--- config.mk ---
export PLATFORM = sky130hd
export DESIGN_NAME = pdmbt_ctrl
export DESIGN_NICKNAME = d
export VERILOG_FILES = /design/src/pdmbt_ctrl.v
export VERILOG_INCLUDE_DIRS = /design/src
export SDC_FILE = /design/constraint.sdc
export NUM_CORES = 1
export LEC_CHECK = 0
export BUFFER_PORTS_ARGS = -buffer_cell sky130_fd_sc_hd__buf_2
export CAP_MARGIN = 10
export CORE_MARGIN = 2
export CORE_UTILIZATION = 55
export CTS_BUF_LIST = sky130_fd_sc_hd__clkbuf_8
export DETAILED_ROUTE_END_ITERATION = 10
export GPL_TIMING_DRIVEN = 0
export PLACE_DENSITY = 0.73
export SETUP_SLACK_MARGIN = 0.5
export SLEW_MARGIN = 20
export SYNTH_ARGS = -nofsm -noshare
export SYNTH_HDL_FRONTEND = slang
export SYNTH_SLANG_ARGS = --single-unit
--- constraint.sdc ---
create_clock -name clk -period 9.8 [get_ports clk]
set_input_delay 0.49 -clock clk [delete_from_list [all_inputs] [get_ports clk]]
set_output_delay 0.49 -clock clk [all_outputs]
set_load 0.005 [all_outputs]
--- src/pdmbt_defs.vh ---
// Register offsets, field positions and codes for the PD message buffer block.
// Included by pdmbt_ctrl.v; definitions only.
`ifndef PDMBT_DEFS_VH
`define PDMBT_DEFS_VH

// ----------------------------------------
// Register offsets
// ----------------------------------------
`define PDMBT_ADDR_RX_COUNT 8'h30
`define PDMBT_ADDR_RX_KIND 8'h31
`define PDMBT_ADDR_RX_HDR_LO 8'h32
`define PDMBT_ADDR_RX_HDR_HI 8'h33
`define PDMBT_ADDR_RX_OBJ_FIRST 8'h34
`define PDMBT_ADDR_RX_OBJ_LAST 8'h4f
`define PDMBT_ADDR_TX_CMD 8'h50

// ----------------------------------------
// Fields and reset values
// ----------------------------------------
`define PDMBT_RESET_BYTE 8'h00
`define PDMBT_RX_OVERHEAD 8'h03
`define PDMBT_OBJ_BYTES 28
`define PDMBT_TX_CMD_MASK 8'h37
`define PDMBT_KIND_HARD_RESET 3'h5
`define PDMBT_KIND_CABLE_RESET 3'h6

`endif

--- src/pdmbt_ctrl.v ---
// PD message buffer and transmit control: receive buffer registers and
// transmit command register. Assumes a register access port already decoded
// from the serial host link, and a PHY that delivers messages and runs frames.
//
// Functional notes
// [RULE_01] Valid byte count equals object bytes plus three
// [RULE_02] Host reads only counted bytes
// [RULE_03] Received kind coded in three bits
// [RULE_04] Kind register upper five bits read zero
// [RULE_05] Header low then high byte, read only
// [RULE_06] Objects at 0x34 to 0x4F, one byte each
// [RULE_07] Command cleared when attempt finishes
// [RULE_08] Alert flag set at request discards packet
// [RULE_09] Two-bit retry count, zero to three retries
// [RULE_10] Transmit kind selected by three-bit field
// [RULE_11] Reserved command bits ignored by device
// [RULE_12] Fixed offsets, all reset to zero
// [RULE_13] Count cleared on hard reset, disconnect, alert clear
// [RULE_14] Host writes transmit byte count beforehand
// [RULE_15] Sending starts only after command write
// [RULE_16] Buffer updated only when alert flag clear
`timescale 1ns/1ps
`default_nettype none
`include "pdmbt_defs.vh"

module pdmbt_ctrl (
    // Clock and reset
    input wire clk,
    input wire sys_rst,
    // Register access port
    input wire reg_wr,
    input wire reg_rd,
    input wire [7:0] reg_addr,
    input wire [7:0] reg_wdata,
    output reg [7:0] reg_rdata,
    // Received message from the PHY
    input wire rx_msg_valid,
    input wire [2:0] rx_msg_kind,
    input wire [15:0] rx_msg_header,
    input wire [4:0] rx_msg_obj_bytes,
    input wire rx_obj_we,
    input wire [4:0] rx_obj_idx,
    input wire [7:0] rx_obj_data,
    // Alert flag state and clear event from the alert block, plus disconnect and received hard reset events
    input wire rx_message_alert_flag,
    input wire rx_alert_cleared,
    input wire disconnect_detected,
    input wire rx_hard_reset,
    // Transmit request to the PHY
    output reg tx_start,
    output reg [2:0] tx_frame_kind,
    output reg [1:0] tx_retry_limit,
    output reg tx_retry,
    input wire tx_attempt_ok,
    input wire tx_attempt_fail,
    // Attempt outcome
    output reg tx_done,
    output reg tx_success,
    output reg tx_discarded
);

    // ----------------------------------------
    // States
    // ----------------------------------------
    localparam ST_IDLE = 3'b001;
    localparam ST_SEND = 3'b010;
    localparam ST_DONE = 3'b100;

    // ----------------------------------------
    // Registers
    // ----------------------------------------
    reg [7:0] rx_valid_byte_total;
    reg [2:0] rx_frame_kind;
    reg [7:0] rx_header_low;
    reg [7:0] rx_header_high;
    reg [7:0] rx_object_bytes [0:`PDMBT_OBJ_BYTES-1];
    reg [7:0] tx_command;
    reg [2:0] state;
    reg [1:0] tries_left;
    reg [7:0] next_rdata;
    integer i;

    // Object byte index from a register address
    function [4:0] obj_index;
        input [7:0] a;
        reg [7:0] d;
        begin
            d = a - `PDMBT_ADDR_RX_OBJ_FIRST;
            obj_index = d[4:0];
        end
    endfunction

    // ----------------------------------------
    // Receive buffer
    // ----------------------------------------
    // A new message is taken only while the alert flag is clear, so the host
    // never sees a buffer change under it.
    wire rx_take = rx_msg_valid && !rx_message_alert_flag; // RULE_16
    // A discarded hard reset never reached the line, so it keeps the count
    wire tx_hard = (state == ST_DONE) && !tx_discarded &&
                   (tx_frame_kind == `PDMBT_KIND_HARD_RESET);

    always @(posedge clk or posedge sys_rst) begin
        if (sys_rst) begin
            rx_valid_byte_total <= `PDMBT_RESET_BYTE; // RULE_12
            rx_frame_kind <= 3'h0;
            rx_header_low <= `PDMBT_RESET_BYTE;
            rx_header_high <= `PDMBT_RESET_BYTE;
            for (i = 0; i < `PDMBT_OBJ_BYTES; i = i + 1) begin
                rx_object_bytes[i] <= `PDMBT_RESET_BYTE;
            end
        end else begin
            if (rx_obj_we && !rx_message_alert_flag && rx_obj_idx < `PDMBT_OBJ_BYTES) begin
                rx_object_bytes[rx_obj_idx] <= rx_obj_data; // RULE_06
            end
            if (rx_take) begin
                rx_frame_kind <= rx_msg_kind; // RULE_03
                rx_header_low <= rx_msg_header[7:0]; // RULE_05
                rx_header_high <= rx_msg_header[15:8];
            end
            // A clear and a new message in one cycle: the clear wins since
            // the message arrives against a flag that is being dropped.
            if (rx_hard_reset || tx_hard || disconnect_detected || rx_alert_cleared) begin
                rx_valid_byte_total <= `PDMBT_RESET_BYTE; // RULE_13
            end else if (rx_take) begin
                rx_valid_byte_total <= {3'b000, rx_msg_obj_bytes} + `PDMBT_RX_OVERHEAD; // RULE_01
            end
        end
    end

    // ----------------------------------------
    // Register read
    // ----------------------------------------
    always @* begin
        next_rdata = 8'h00;
        if (reg_rd) begin
            if (reg_addr == `PDMBT_ADDR_RX_COUNT) begin
                next_rdata = rx_valid_byte_total;
            end else if (reg_addr == `PDMBT_ADDR_RX_KIND) begin
                next_rdata = {5'h00, rx_frame_kind}; // RULE_04
            end else if (reg_addr == `PDMBT_ADDR_RX_HDR_LO) begin
                next_rdata = rx_header_low;
            end else if (reg_addr == `PDMBT_ADDR_RX_HDR_HI) begin
                next_rdata = rx_header_high;
            end else if (reg_addr >= `PDMBT_ADDR_RX_OBJ_FIRST &&
                         reg_addr <= `PDMBT_ADDR_RX_OBJ_LAST) begin
                next_rdata = rx_object_bytes[obj_index(reg_addr)]; // RULE_06
            end else if (reg_addr == `PDMBT_ADDR_TX_CMD) begin
                next_rdata = tx_command;
            end
        end
    end

    // Read data comes from a flop: it stands one cycle after the address,
    // which costs a cycle per read but keeps the host port free of glitches.
    always @(posedge clk or posedge sys_rst) begin
        if (sys_rst) begin
            reg_rdata <= `PDMBT_RESET_BYTE;
        end else begin
            reg_rdata <= next_rdata;
        end
    end

    // ----------------------------------------
    // Transmit control
    // ----------------------------------------
    wire cmd_wr = reg_wr && (reg_addr == `PDMBT_ADDR_TX_CMD);

    always @(posedge clk or posedge sys_rst) begin
        if (sys_rst) begin
            tx_command <= `PDMBT_RESET_BYTE;
            state <= ST_IDLE;
            tries_left <= 2'b00;
            tx_start <= 1'b0;
            tx_retry <= 1'b0;
            tx_frame_kind <= 3'h0;
            tx_retry_limit <= 2'b00;
            tx_done <= 1'b0;
            tx_success <= 1'b0;
            tx_discarded <= 1'b0;
        end else begin
            tx_start <= 1'b0;
            tx_retry <= 1'b0;
            tx_done <= 1'b0;
            case (state)
                ST_IDLE: begin
                    if (cmd_wr) begin
                        // Reserved bits dropped so they never steer the PHY
                        tx_command <= reg_wdata & `PDMBT_TX_CMD_MASK; // RULE_11
                        tx_frame_kind <= reg_wdata[2:0]; // RULE_10
                        tx_retry_limit <= reg_wdata[5:4];
                        tries_left <= reg_wdata[5:4]; // RULE_09
                        if (rx_message_alert_flag) begin
                            tx_discarded <= 1'b1; // RULE_08
                            tx_success <= 1'b0;
                            state <= ST_DONE;
                        end else begin
                            tx_discarded <= 1'b0;
                            // Old outcome dropped so a pending attempt never reads as passed
                            tx_success <= 1'b0;
                            tx_start <= 1'b1; // RULE_15
                            state <= ST_SEND;
                        end
                    end
                end
                ST_SEND: begin
                    if (tx_attempt_ok) begin
                        tx_success <= 1'b1;
                        state <= ST_DONE;
                    end else if (tx_attempt_fail) begin
                        if (tries_left != 2'b00) begin
                            tries_left <= tries_left - 2'b01; // RULE_09
                            tx_retry <= 1'b1;
                        end else begin
                            tx_success <= 1'b0;
                            state <= ST_DONE;
                        end
                    end
                end
                ST_DONE: begin
                    tx_command <= `PDMBT_RESET_BYTE; // RULE_07
                    tx_done <= 1'b1;
                    state <= ST_IDLE;
                end
                default: begin
                    state <= ST_IDLE;
                end
            endcase
        end
    end

endmodule
`default_nettype wire

# == Word level (Yosys, flattened, before mapping) ==
# Cells that the tools add are included.
# classes
n_addsub,3
order_cmp,6
n_eq_ne,15
n_mux,42
bitwise,2
n_reduce_logical,22
# ops
operator,n
bitwise mux 224 bit,1
2-to-1 mux 8 bit,13
binary-select mux 8 bit (select 5 bit),1
demux 8 bit (select 5 bit),1
"equality test 8 x 6 -> 1 bit, second input constant",4
case mux 8 bit (2 select lines),1
2-to-1 mux 3 bit,5
2-to-1 mux 1 bit,13
"greater-or-equal comparator 6 bit, second input constant",2
NOT 5 -> 6 bit,2
"equality test 8 x 7 -> 1 bit, second input constant",1
"greater-or-equal comparator 8 x 6 -> 1 bit, second input constant",1
"less-or-equal comparator 8 x 7 -> 1 bit, second input constant",1
logical AND 1 bit,8
2-to-1 mux 2 bit,4
"!= test 2 bit, second input constant",4
nonzero test 2 bit,4
"adder 5 x 2 -> 6 bit, second input constant",1
"equality test 3 bit, second input constant",2
"< comparator 6 x 1 -> 1 bit, second input constant",1
"!= test 3 bit, second input constant",2
case mux 3 bit (2 select lines),1
"< comparator 5 bit, second input constant",1
AND reduction 5 bit,1
11 further kinds,15
# word_totals
register_bits,282
out_inout_bits,18
wordCells,133

# == Depth between registers and ports, before layout ==
# Gate-level depths: netlist of the first run.
# logic_depth
ltp_word,11
depth_mapped,10

# == Worst setup path after synthesis of the first run ==
# Ideal clock, no wire load.
# synth_path
path_kind,input -> register
startpoint,input port reg_addr[2]
endpoint,register reg_rdata[0]
setup_time_ns,0.104
arrival_time_ns,2.334
required_time_ns,9.696
path_slack_ns,7.362
stages,9
n_path_buf,2
cell_sequence,clkbuf_1 > inv_2 > ha_1 > xor2_1 > clkbuf_1 > nand2_1 > o22ai_1 > or4_1 > a221oi_1
# synth_via
elab_chain_cells,11
elab_cells_between_ends,20
# synth_rtl
item,line,rtl
start: declaration,pdmbt_ctrl.v:33,"input wire [7:0] reg_addr,"
subtractor 5 bit (no source line),--,
NOT 5 -> 6 bit (implied by the code),pdmbt_ctrl.v:147,next_rdata = rx_object_bytes[obj_index(reg_addr)];
binary-select mux 8 bit (select 5 bit),pdmbt_ctrl.v:147,
2-to-1 mux 8 bit (implied by the code) (2 in a row),pdmbt_ctrl.v:147,
2-to-1 mux 8 bit,pdmbt_ctrl.v:145,end else if (reg_addr >= `PDMBT_ADDR_RX_OBJ_FIRST &&
2-to-1 mux 8 bit,pdmbt_ctrl.v:143,end else if (reg_addr == `PDMBT_ADDR_RX_HDR_HI) begin
2-to-1 mux 8 bit,pdmbt_ctrl.v:141,end else if (reg_addr == `PDMBT_ADDR_RX_HDR_LO) begin
2-to-1 mux 8 bit,pdmbt_ctrl.v:139,end else if (reg_addr == `PDMBT_ADDR_RX_KIND) begin
2-to-1 mux 8 bit (*),pdmbt_ctrl.v:137,if (reg_addr == `PDMBT_ADDR_RX_COUNT) begin
2-to-1 mux 8 bit (*),pdmbt_ctrl.v:136,if (reg_rd) begin
named net next_rdata[0],pdmbt_ctrl.v:80,reg [7:0] next_rdata;
end signal: assignment,pdmbt_ctrl.v:158,reg_rdata <= `PDMBT_RESET_BYTE;
end signal: assignment,pdmbt_ctrl.v:160,reg_rdata <= next_rdata;
end: declaration,pdmbt_ctrl.v:35,"output reg [7:0] reg_rdata,"
# Mark *: on every way through the listed nets, which the timed path passes. The rest lies on a longest branch. The select of a mux whose other input is x is not followed.
# A chain may end at the register's enable or synchronous reset.

# == Worst setup path after layout of the first run ==
# layout_path
startpoint,input port reg_addr[2]
endpoint,register reg_rdata[1]
# The elaborated chain is that of the path after synthesis.

==> results.cfg, run 1 <==
[run_status]
status = finished clean

[synthesis]
synth_enable_flop_cells = 0
ys_seq_area_share_pct = 53.3
ys.warnings.count = 0
synth_area_um2 = 13000
ys_seq_elements = 277
synth_fp_nets = 988
synth_cell_types = 57
ys.flop_type = dfrtp_1
async_flop_share_pct = 100
synthCells = 918
syn_avg_cell_area_um2 = 14.2

[floorplanning]
io_pins = 83
die_h_um = 158
die_w_um = 158
num_rows = 56
core_area_um2 = 23300
initial_core_util_pct = 55.7
dieArea_um2 = 24900

[power_and_ir_drop]
combPwrFrac_pct = 14.2
leakagePower_nw = 6.98
p_per_area_nw_per_um2 = 185
p_clk_share_pct = 36.3
power.switching_w = 0.000702
p_sw_share_pct = 25.8
ir_worst_vdd_v = 0.000100
internal_power_w = 0.00202
total_power_w = 0.00272
p_seq_share_pct = 49.5

[clock_tree]
cts_buffer_depth = 3
cts_buffers = 46
cts.sinks = 277
clk_pin_slew_ns = 0.06
post_cts.repair.setup_buffers = 0
cts-root-buf = clkbuf_8
cts_tree = done
cts_max_level = 2
clock_latency_ns = 0.57

[critical_path]
startpoint_type = input port
cp_slowest_stage_delay_ns = 0.51
cp.buffers_inverters = 6
rr_worst_depth = 5
worstSetupPathType = in2reg
critPathLaunch = reg_addr[2]
cp.required_ns = 10.20
crit_path_end = reg_rdata[1]$_DFF_PP0_
worstSetupEndpointType = register
cp_max_fo = 10
arrival_ns = 3.19
path_cells = buf_2 -> clkbuf_1 -> inv_2 -> ha_1 -> buf_2 -> buf_2 -> clkbuf_1 -> nor3_1 -> a2111oi_2 -> o22ai_1
crit_cells = 10
r2r_setup_slack_ns = 7.57
cp_top_family = buffers and inverters
crit_top_cell = buf_2
r2r_start = rx_object_bytes[9]$_DFFE_PP0P_
r2r-end = reg_rdata[1]$_DFF_PP0_
cp_slowest_cell = a2111oi_2

[finish]
layout-drive-gt1-share_pct = 42.6
final_util_pct = 63.2
fin_nets = 1105
areaGrowthSynthToFinish_pct = 13.4

[timing]
setup_viol = 0
finalMaxSlewViolations = 0
rsz0062_at_grt = false
fmax_mhz = 358
hold_viol = 0
max-slew-margin-rel_pct = 37.4
fin_crit_ns = 2.79
final.setup_skew_ns = 0.0294
post-route-period-util_pct = 28.5
worst_pin_slew_ns = 0.936

[grt]
grt_max_degree = 85
grt-ovfl-total = 0
antenna_found_initial = 0
grt_pass1_wl_um = 50400
grt_pass1_vias = 8485
track_usage_pct = 27.7

[placement]
io_buffers = 64
dp_hpwl_um = 23000
finalWeightedCongestion = 0.899

[routing]
routed-via-count = 8403
wire_per_inst_um = 23.9
drtPass1Iterations = 8
drc = 0
drt-initial-drc-count = 789
viasPerCell = 6.06
final_antenna_net_count = 0
wirelength_um = 33100

[flow_run]
maxCapViolations = 0

[hold_path]
worstHoldPathType = in2reg
cell usage in the layout, fill, tap and decap left out, types with 7 or more instances in the layout:
master / instances
mux4_1: 19
mux2i_1: 13
o21ai_0: 10
inv_1: 25
buf_1: 11
nor2b_1: 7
nor2_1: 38
nand3_1: 11
buf_2: 79
dfrtp_1: 276
clkbuf_1: 28
nand2_1: 60
nor3_1: 12
a211oi_1: 9
mux4_2: 39
clkbuf_8: 59
o22ai_1: 8
a21oi_1: 21
mux2_2: 247
how the worst min path moves through the flow:
| stage | startpoint | end | slack [ns] | depth (start not counted) |
|---|---|---|---|---|
| after floorplan | state[2]$_DFFE_PP0P_ | state[2]$_DFFE_PP0P_ | 0.44 | 1 |
| after global placement | tx_retry_limit[0]$_DFFE_PP0P_ | tx_retry_limit[0]$_DFFE_PP0P_ | 0.46 | 1 |
| after detailed placement | tx_retry_limit[0]$_DFFE_PP0P_ | tx_retry_limit[0]$_DFFE_PP0P_ | 0.47 | 1 |
| after CTS | reg_wdata[2] | tx_frame_kind[2]$_DFFE_PP0P_ | 0.13 | 3 |
| after global routing | rx_msg_header[12] | rx_header_high[4]$_DFFE_PP0P_ | 0.14 | 2 |
| final | reg_wdata[2] | tx_frame_kind[2]$_DFFE_PP0P_ | 0.15 | 3 |
power groups by stage:
stage	Sequential [W]	Clock, W	Combinational (W)
2_1_floorplan	0.00134	0	0.000281
3_3_place_gp	0.00136	0	0.000370
3_5_place_dp	0.00137	0	0.000385
4_1_cts	0.00135	0.00101	0.000386
5_1_grt	0.00136	0.00106	0.000414
6_report	0.00135	0.000989	0.000386
synthesized netlist by cell type, drive strengths merged, types with 4 or more instances:
cell type  count  area, um^2
a211oi         9        67.6
a21oi         21         105
and3           4        25.0
buf           32         198
clkbuf        28         105
dfrtp        276        6910
ha             5        62.6
inv           12        45.1
mux2         247        2780
mux2i         13         130
mux4          58        1380
nand2         60         225
nand2b         4        25.0
nand3         11        55.1
nor2          38         143
nor2b          7        43.8
nor3          15        90.1
nor3b          4        30.0
nor4           5        43.8
o211ai         4        30.0
o21ai         10        50.1
o22ai          8        50.1
o32ai          4        35.0
or3b           4        35.0
area by class of cell:
type,instances,area [um^2]
diodes,1,2.50
plain buffers,60,303
clock buffers,59,812
clock inverters,20,83.8
fillers,1800,8580
inverters,12,52.6
multi-input cells,569,5740
flip-flops and latches,277,6930
well taps,319,399
repair buffers,69,424
registers in the layout (all words and copies together), names as in the netlist:
| signal | cells |
|---|---|
| rx_object_bytes | 224 |
| reg_rdata | 8 |
| rx_header_high | 8 |
| rx_header_low | 8 |
| rx_valid_byte_total | 6 |
| tx_command | 5 |
| rx_frame_kind | 3 |
| state | 3 |
| tx_frame_kind | 3 |
| tries_left | 2 |
| tx_retry_limit | 2 |
| tx_discarded | 1 |
| tx_done | 1 |
| tx_retry | 1 |
| tx_start | 1 |
| tx_success | 1 |
timing repair:
action	CTS	global route
hold endpoints to repair	40	0
resized for setup	0	0
hold buffers	1	0
setup endpoints to repair	0	0
through the flow:
stage                     hold slack [ns]  instances  setup slack (ns)  TNS, ns  instance area (um^2)
after detailed placement            0.465       1305              6.53        0                 13800
after CTS                           0.125       1385              7.11        0                 14700
after global placement              0.457       1301             -1.33  -360.63                 13700
after global routing                0.145       1385              6.90        0                 14700
final                               0.146       1386              7.01        0                 14700
after floorplan                     0.441        918              1.67        0                 13000
logic make-up after synthesis:
kind of cell	Yosys count	share of synthesized area (%)
muxes	318	33.0
DFF	277	53.3
and+or+nand+nor	168	6.47
AOI/OAI and AO/OA	73	3.72
buffers and inverters	72	2.68
xor gates and xnor gates	5	0.337
adders and majority gates	5	0.481
worst reg2reg max path, stage by stage, from the launching register on:
cell and delay (ns):
dfrtp_1 0.37, mux4_1 0.57, mux2i_1 0.32, o21ai_0 0.15, a2111oi_2 0.52, o22ai_1 0.15
routing by layer:
metal  GRT usage, %  part of all wire (%)  up-vias
li1               -                     -     3662
met1           37.3                    42     4335
met2           43.3                    47      332
met3           6.27                   7.1       74
met4           12.5                   4.1        0
met5              0                     0        -
Note: power is estimated with default switching activity, not from simulation.
==> run 2: changes to the inputs <==
--- a/config.mk
+++ b/config.mk
@@ -13,7 +13,7 @@
 export CTS_BUF_LIST = sky130_fd_sc_hd__clkbuf_8
 export DETAILED_ROUTE_END_ITERATION = 10
 export GPL_TIMING_DRIVEN = 0
-export PLACE_DENSITY = 0.73
+export PLACE_DENSITY = 0.76
 export SETUP_SLACK_MARGIN = 0.5
 export SLEW_MARGIN = 20
 export SYNTH_ARGS = -nofsm -noshare
==> constraint.sdc (replaced) <==
create_clock -name clk -period 2.35 [get_ports clk]
set_input_delay 0.1175 -clock clk [delete_from_list [all_inputs] [get_ports clk]]
set_output_delay 0.1175 -clock clk [all_outputs]
set_load 0.005 [all_outputs]
==> results.cfg, run 2 (synthesis gave the netlist of run 1 again) <==
[clock_tree]
cts_buffers = 46
cts.sinks = 277
clk_pin_slew_ns = 0.07
cts_tree = done
cts-root-buf = clkbuf_8
cts_buffer_depth = 3
cts_max_level = 2
clock_latency_ns = 0.56

[finish]
final_cell_mix = dfrtp_1, mux2_2, buf_2, nand2_1, clkbuf_8
areaGrowthSynthToFinish_pct = 18.0
layout_commonest_cell = dfrtp_1
layout-drive-gt1-share_pct = 44.3
largest_reg_flops = 224
fin_area_um2 = 15300
largest-register = rx_object_bytes
fin_nets = 1144

[placement]
placed_cell_area_um2 = 13900
dp_hpwl_um = 23500
finalWeightedCongestion = 0.942
io_buffers = 64

[floorplanning]
core_area_um2 = 23300
dieArea_um2 = 24900
io_pins = 83
num_rows = 56
die_h_um = 158
initial_core_util_pct = 55.7
die_w_um = 158

[timing]
max-slew-margin-rel_pct = 39.4
setup_viol = 0
post-route-period-util_pct = 80.9
fmax_mhz = 526
worst_pin_slew_ns = 0.904
fin_crit_ns = 1.90
final.setup_skew_ns = 0.0117
hold_slack_ns = -0.00729
finalMaxSlewViolations = 0
hold_viol = 3
rsz0062_at_grt = true

[routing]
drt-initial-drc-count = 722
final_antenna_net_count = 0
routed-via-count = 8791
wire_per_inst_um = 24.3
wirelength_um = 34800
drc = 0
viasPerCell = 6.15
drtPass1Iterations = 5

[critical_path]
cp_max_fo = 10
rr_worst_depth = 5
startpoint_type = input port
worstSetupEndpointType = register
worstSetupPathType = in2reg
arrival_ns = 2.36
cp.required_ns = 2.81

[grt]
grt_pass1_wl_um = 53500
grt_max_degree = 36
grt_pass1_vias = 9231
track_usage_pct = 29.0
antenna_found_initial = 0
grt-ovfl-total = 0

[power_and_ir_drop]
p_per_area_nw_per_um2 = 753
leakagePower_nw = 7.20
ir_worst_vdd_v = 0.000448

[flow_run]
maxCapViolations = 0

[hold_path]
worstHoldPathType = in2reg
hold_depth = 4

[run_status]
violations = hold timing
status = complete, but fails checks
[run 2: final cells by class]
class	count	area (um^2)
well taps	319	399
fillers	1700	7990
clock inverters	25	108
flip-flops and latches	277	6930
inverters	12	53.8
diodes	1	2.50
multi-input cells	569	5870
repair buffers	108	848
plain buffers	60	332
clock buffers	58	798
[run 2: path summary, 6_finish.rpt]
kind | slack, ns | endpoint | startpoint
worst max-delay path | 0.45 | reg_rdata[0]$_DFF_PP0_ | reg_addr[2]
worst min-delay path | -0.007 | rx_valid_byte_total[2]$_DFFE_PP0P_ | rx_alert_cleared
worst max register to register | 0.49 | reg_rdata[1]$_DFF_PP0_ | rx_object_bytes[1]$_DFFE_PP0P_
worst min register to register | 0.47 | tx_retry_limit[1]$_DFFE_PP0P_ | tx_retry_limit[1]$_DFFE_PP0P_
max in group asynchronous | 0.94 | rx_object_bytes[155]$_DFFE_PP0P_ | sys_rst
min in group asynchronous | 0.18 | tx_retry$_DFF_PP0_ | sys_rst
[run 2: layer usage]
layer	vias up	global-route usage (%)	routed length, um	part of all wire, %
li1	3745	-	-	-
met1	4557	38.5	14300	41
met2	385	47.3	16400	47
met3	104	5.72	2520	7.3
met4	0	11.6	1490	4.3
met5	-	0	0	0
[run 2: metrics by stage]
stage / util (%) / setup WS, ns / cells / total power, W / TNS (ns)
after floorplan: - / -1.43 / 918 / 0.00679 / -395.70
after global placement: 58.9 / -3.02 / 1301 / 0.00723 / -832.74
after detailed placement: 59.7 / -0.263 / 1310 / 0.00734 / -1.05
after CTS: 65.3 / 0.488 / 1427 / 0.0115 / 0
after global routing: 65.7 / 0.371 / 1428 / 0.0120 / 0
final: 65.8 / 0.448 / 1429 / 0.0116 / 0
[run 2: critical path: stages]
cell and delay [ns]:
buf_2 0.11, clkbuf_4 0.18, inv_4 0.14, ha_2 0.26
xor2_1 0.13, clkbuf_4 0.22, nand2_1 0.16, o22ai_1 0.09
or4_1 0.62, a221oi_1 0.31
[run 2: power breakdown]
part / total, W / internal (W) / switching [W]
Sequential: 0.00564 / 0.00535 / 0.000293
Combinational: 0.00174 / 0.000933 / 0.000807
Clock: 0.00417 / 0.00222 / 0.00195
[run 2: repair_timing]
action | in CTS | in global routing
hold buffers | 34 | 0
pin swaps | 2 | 4
hold endpoints to repair | 70 | 0
resized for setup | 11 | 30
setup buffers | 0 | 1
setup endpoints to repair | 12 | 70
==> run 3: changes to the inputs <==
==> constraint.sdc (replaced) <==
create_clock -name clk -period 1.7 [get_ports clk]
set_input_delay 0.085 -clock clk [delete_from_list [all_inputs] [get_ports clk]]
set_output_delay 0.085 -clock clk [all_outputs]
set_load 0.005 [all_outputs]
==> results.cfg, run 3 (synthesis gave the netlist of run 1 again) <==
[run_status]
status = complete, but fails checks
violations = setup timing

[timing]
setup_viol = 4
post-route-period-util_pct = 111
rsz0062_at_grt = true
finalMaxSlewViolations = 0
hold_viol = 0
fmax_mhz = 531
worst_pin_slew_ns = 0.866
fin_crit_ns = 1.88
setup_ws_ns = -0.184
final.setup_skew_ns = 0.0233
tns_ns = -0.339
max-slew-margin-rel_pct = 42.3

[routing]
wirelength_um = 37500
dr_wl_met2_um = 17700
wl_met3_um = 2320
drc = 0
viasPerCell = 6.18
highest_layer = met4
drtPass1Iterations = 5
routed-via-count = 9075
wire_per_inst_um = 25.6
drt-initial-drc-count = 954
final_antenna_net_count = 0
routedLengthMet1_um = 16100

[clock_tree]
cts_buffers = 46
cts-root-buf = clkbuf_8
cts_buffer_depth = 3
cts_max_level = 2
clk_pin_slew_ns = 0.07
clock_latency_ns = 0.57
cts.sinks = 277
cts_tree = done

[power_and_ir_drop]
p_per_area_nw_per_um2 = 963
leakagePower_nw = 7.74
power.switching_w = 0.00434
p_sw_share_pct = 26.7
ir_worst_vdd_v = 0.000655
p_seq_share_pct = 48.3
internal_power_w = 0.0119
combPwrFrac_pct = 17.7
p_clk_share_pct = 34.1
total_power_w = 0.0162

[placement]
finalWeightedCongestion = 0.869
dp.cells = 1310
io_buffers = 64
dp_hpwl_um = 24200

[grt]
antenna_found_initial = 0
track_usage_pct = 30.6
grt_pass1_wl_um = 56500
grt_max_degree = 35
grt_pass1_vias = 9385
grt-ovfl-total = 0

[critical_path]
cp_slowest_stage_delay_ns = 0.51
cp_top_family = multiplexers
startpoint_type = register
path_cells = mux4_2 -> mux2i_4 -> o21ai_2 -> a2111oi_4 -> o22ai_1
worstSetupEndpointType = register
cp.required_ns = 2.11
cp_max_fo = 2
worstSetupPathType = reg2reg
arrival_ns = 2.30
cp_slowest_cell = mux4_2
cp.buffers_inverters = 0

[finish]
stdcell_count = 1468
largest_reg_flops = 224
largest-register = rx_object_bytes
final_cell_mix = dfrtp_1, mux2_2, mux2_4, buf_2, clkbuf_8
layout_commonest_cell = dfrtp_1
fin_nets = 1188
areaGrowthSynthToFinish_pct = 29.6
layout-drive-gt1-share_pct = 55.1
diodes = 0

[hold_path]
worstHoldPathType = in2reg

[floorplanning]
die_w_um = 158
io_pins = 83
die_h_um = 158
dieArea_um2 = 24900
core_area_um2 = 23300
initial_core_util_pct = 55.7
num_rows = 56

[flow_run]
maxCapViolations = 0
run 3: power by group through the flow:
stage                     combinational (W)  clock, W  sequential [W]
after floorplan                     0.00195         0         0.00777
after global placement              0.00244         0         0.00789
after detailed placement            0.00257         0         0.00791
after CTS                           0.00278   0.00558         0.00781
after global routing                0.00304   0.00589         0.00790
final                               0.00287   0.00553         0.00784
run 3: area by class of cell:
class	instances	area, um^2
buffer	60	464
clock buffer	54	743
clock inverter	25	108
fill	1461	6480
inverter	12	67.6
multi-input combinational	569	6820
sequential	277	6930
tap	319	399
timing repair buffer	152	1320
run 3: worst reg2reg max path, delay by kind of cell (launching register included):
kind           cells  cell delay, ns
multiplexers       2            0.74
AO/OA/AOI/OAI      3            0.62
flip-flops         1            0.38
run 3: path summary, 6_finish.rpt:
path / from / to / cells after the start / slack [ns]
worst max-delay path: rx_object_bytes[65]$_DFFE_PP0P_ / reg_rdata[1]$_DFF_PP0_ / 5 / -0.18
worst min-delay path: reg_addr[5] / state[2]$_DFFE_PP0P_ / 5 / 0.05
worst max register to register: rx_object_bytes[65]$_DFFE_PP0P_ / reg_rdata[1]$_DFF_PP0_ / 5 / -0.18
worst min register to register: tx_retry_limit[1]$_DFFE_PP0P_ / tx_retry_limit[1]$_DFFE_PP0P_ / 2 / 0.49
max in group asynchronous: sys_rst / rx_object_bytes[182]$_DFFE_PP0P_ / 7 / 0.64
min in group asynchronous: sys_rst / tries_left[1]$_DFFE_PP0P_ / 4 / 0.09
run 3: repair_timing:
item	CTS	global route
resized for setup	71	38
setup buffers	29	11
hold buffers	38	0
pin swaps	37	29
hold endpoints to repair	137	0
cloned	1	0
endpoints found under the setup margin	149	46
run 3: through the flow:
step / cell area [um^2] / hold slack, ns / util [%] / setup WS [ns]
after global routing: 16900 / 0.0587 / 72.2 / -0.217
after CTS: 16600 / 0.0269 / 71.3 / -0.179
after detailed placement: 14800 / 0.185 / 63.6 / -0.880
final: 16900 / 0.0513 / 72.2 / -0.184
after global placement: 14600 / 0.308 / 62.8 / -3.63
after floorplan: 13900 / 0.151 / - / -2.05
run 3: layer usage:
layer	track usage (%)	up-vias
met2	48.8	402
met4	11.0	0
li1	-	3797
met1	42.6	4764
met3	5.53	112
met5	0	-
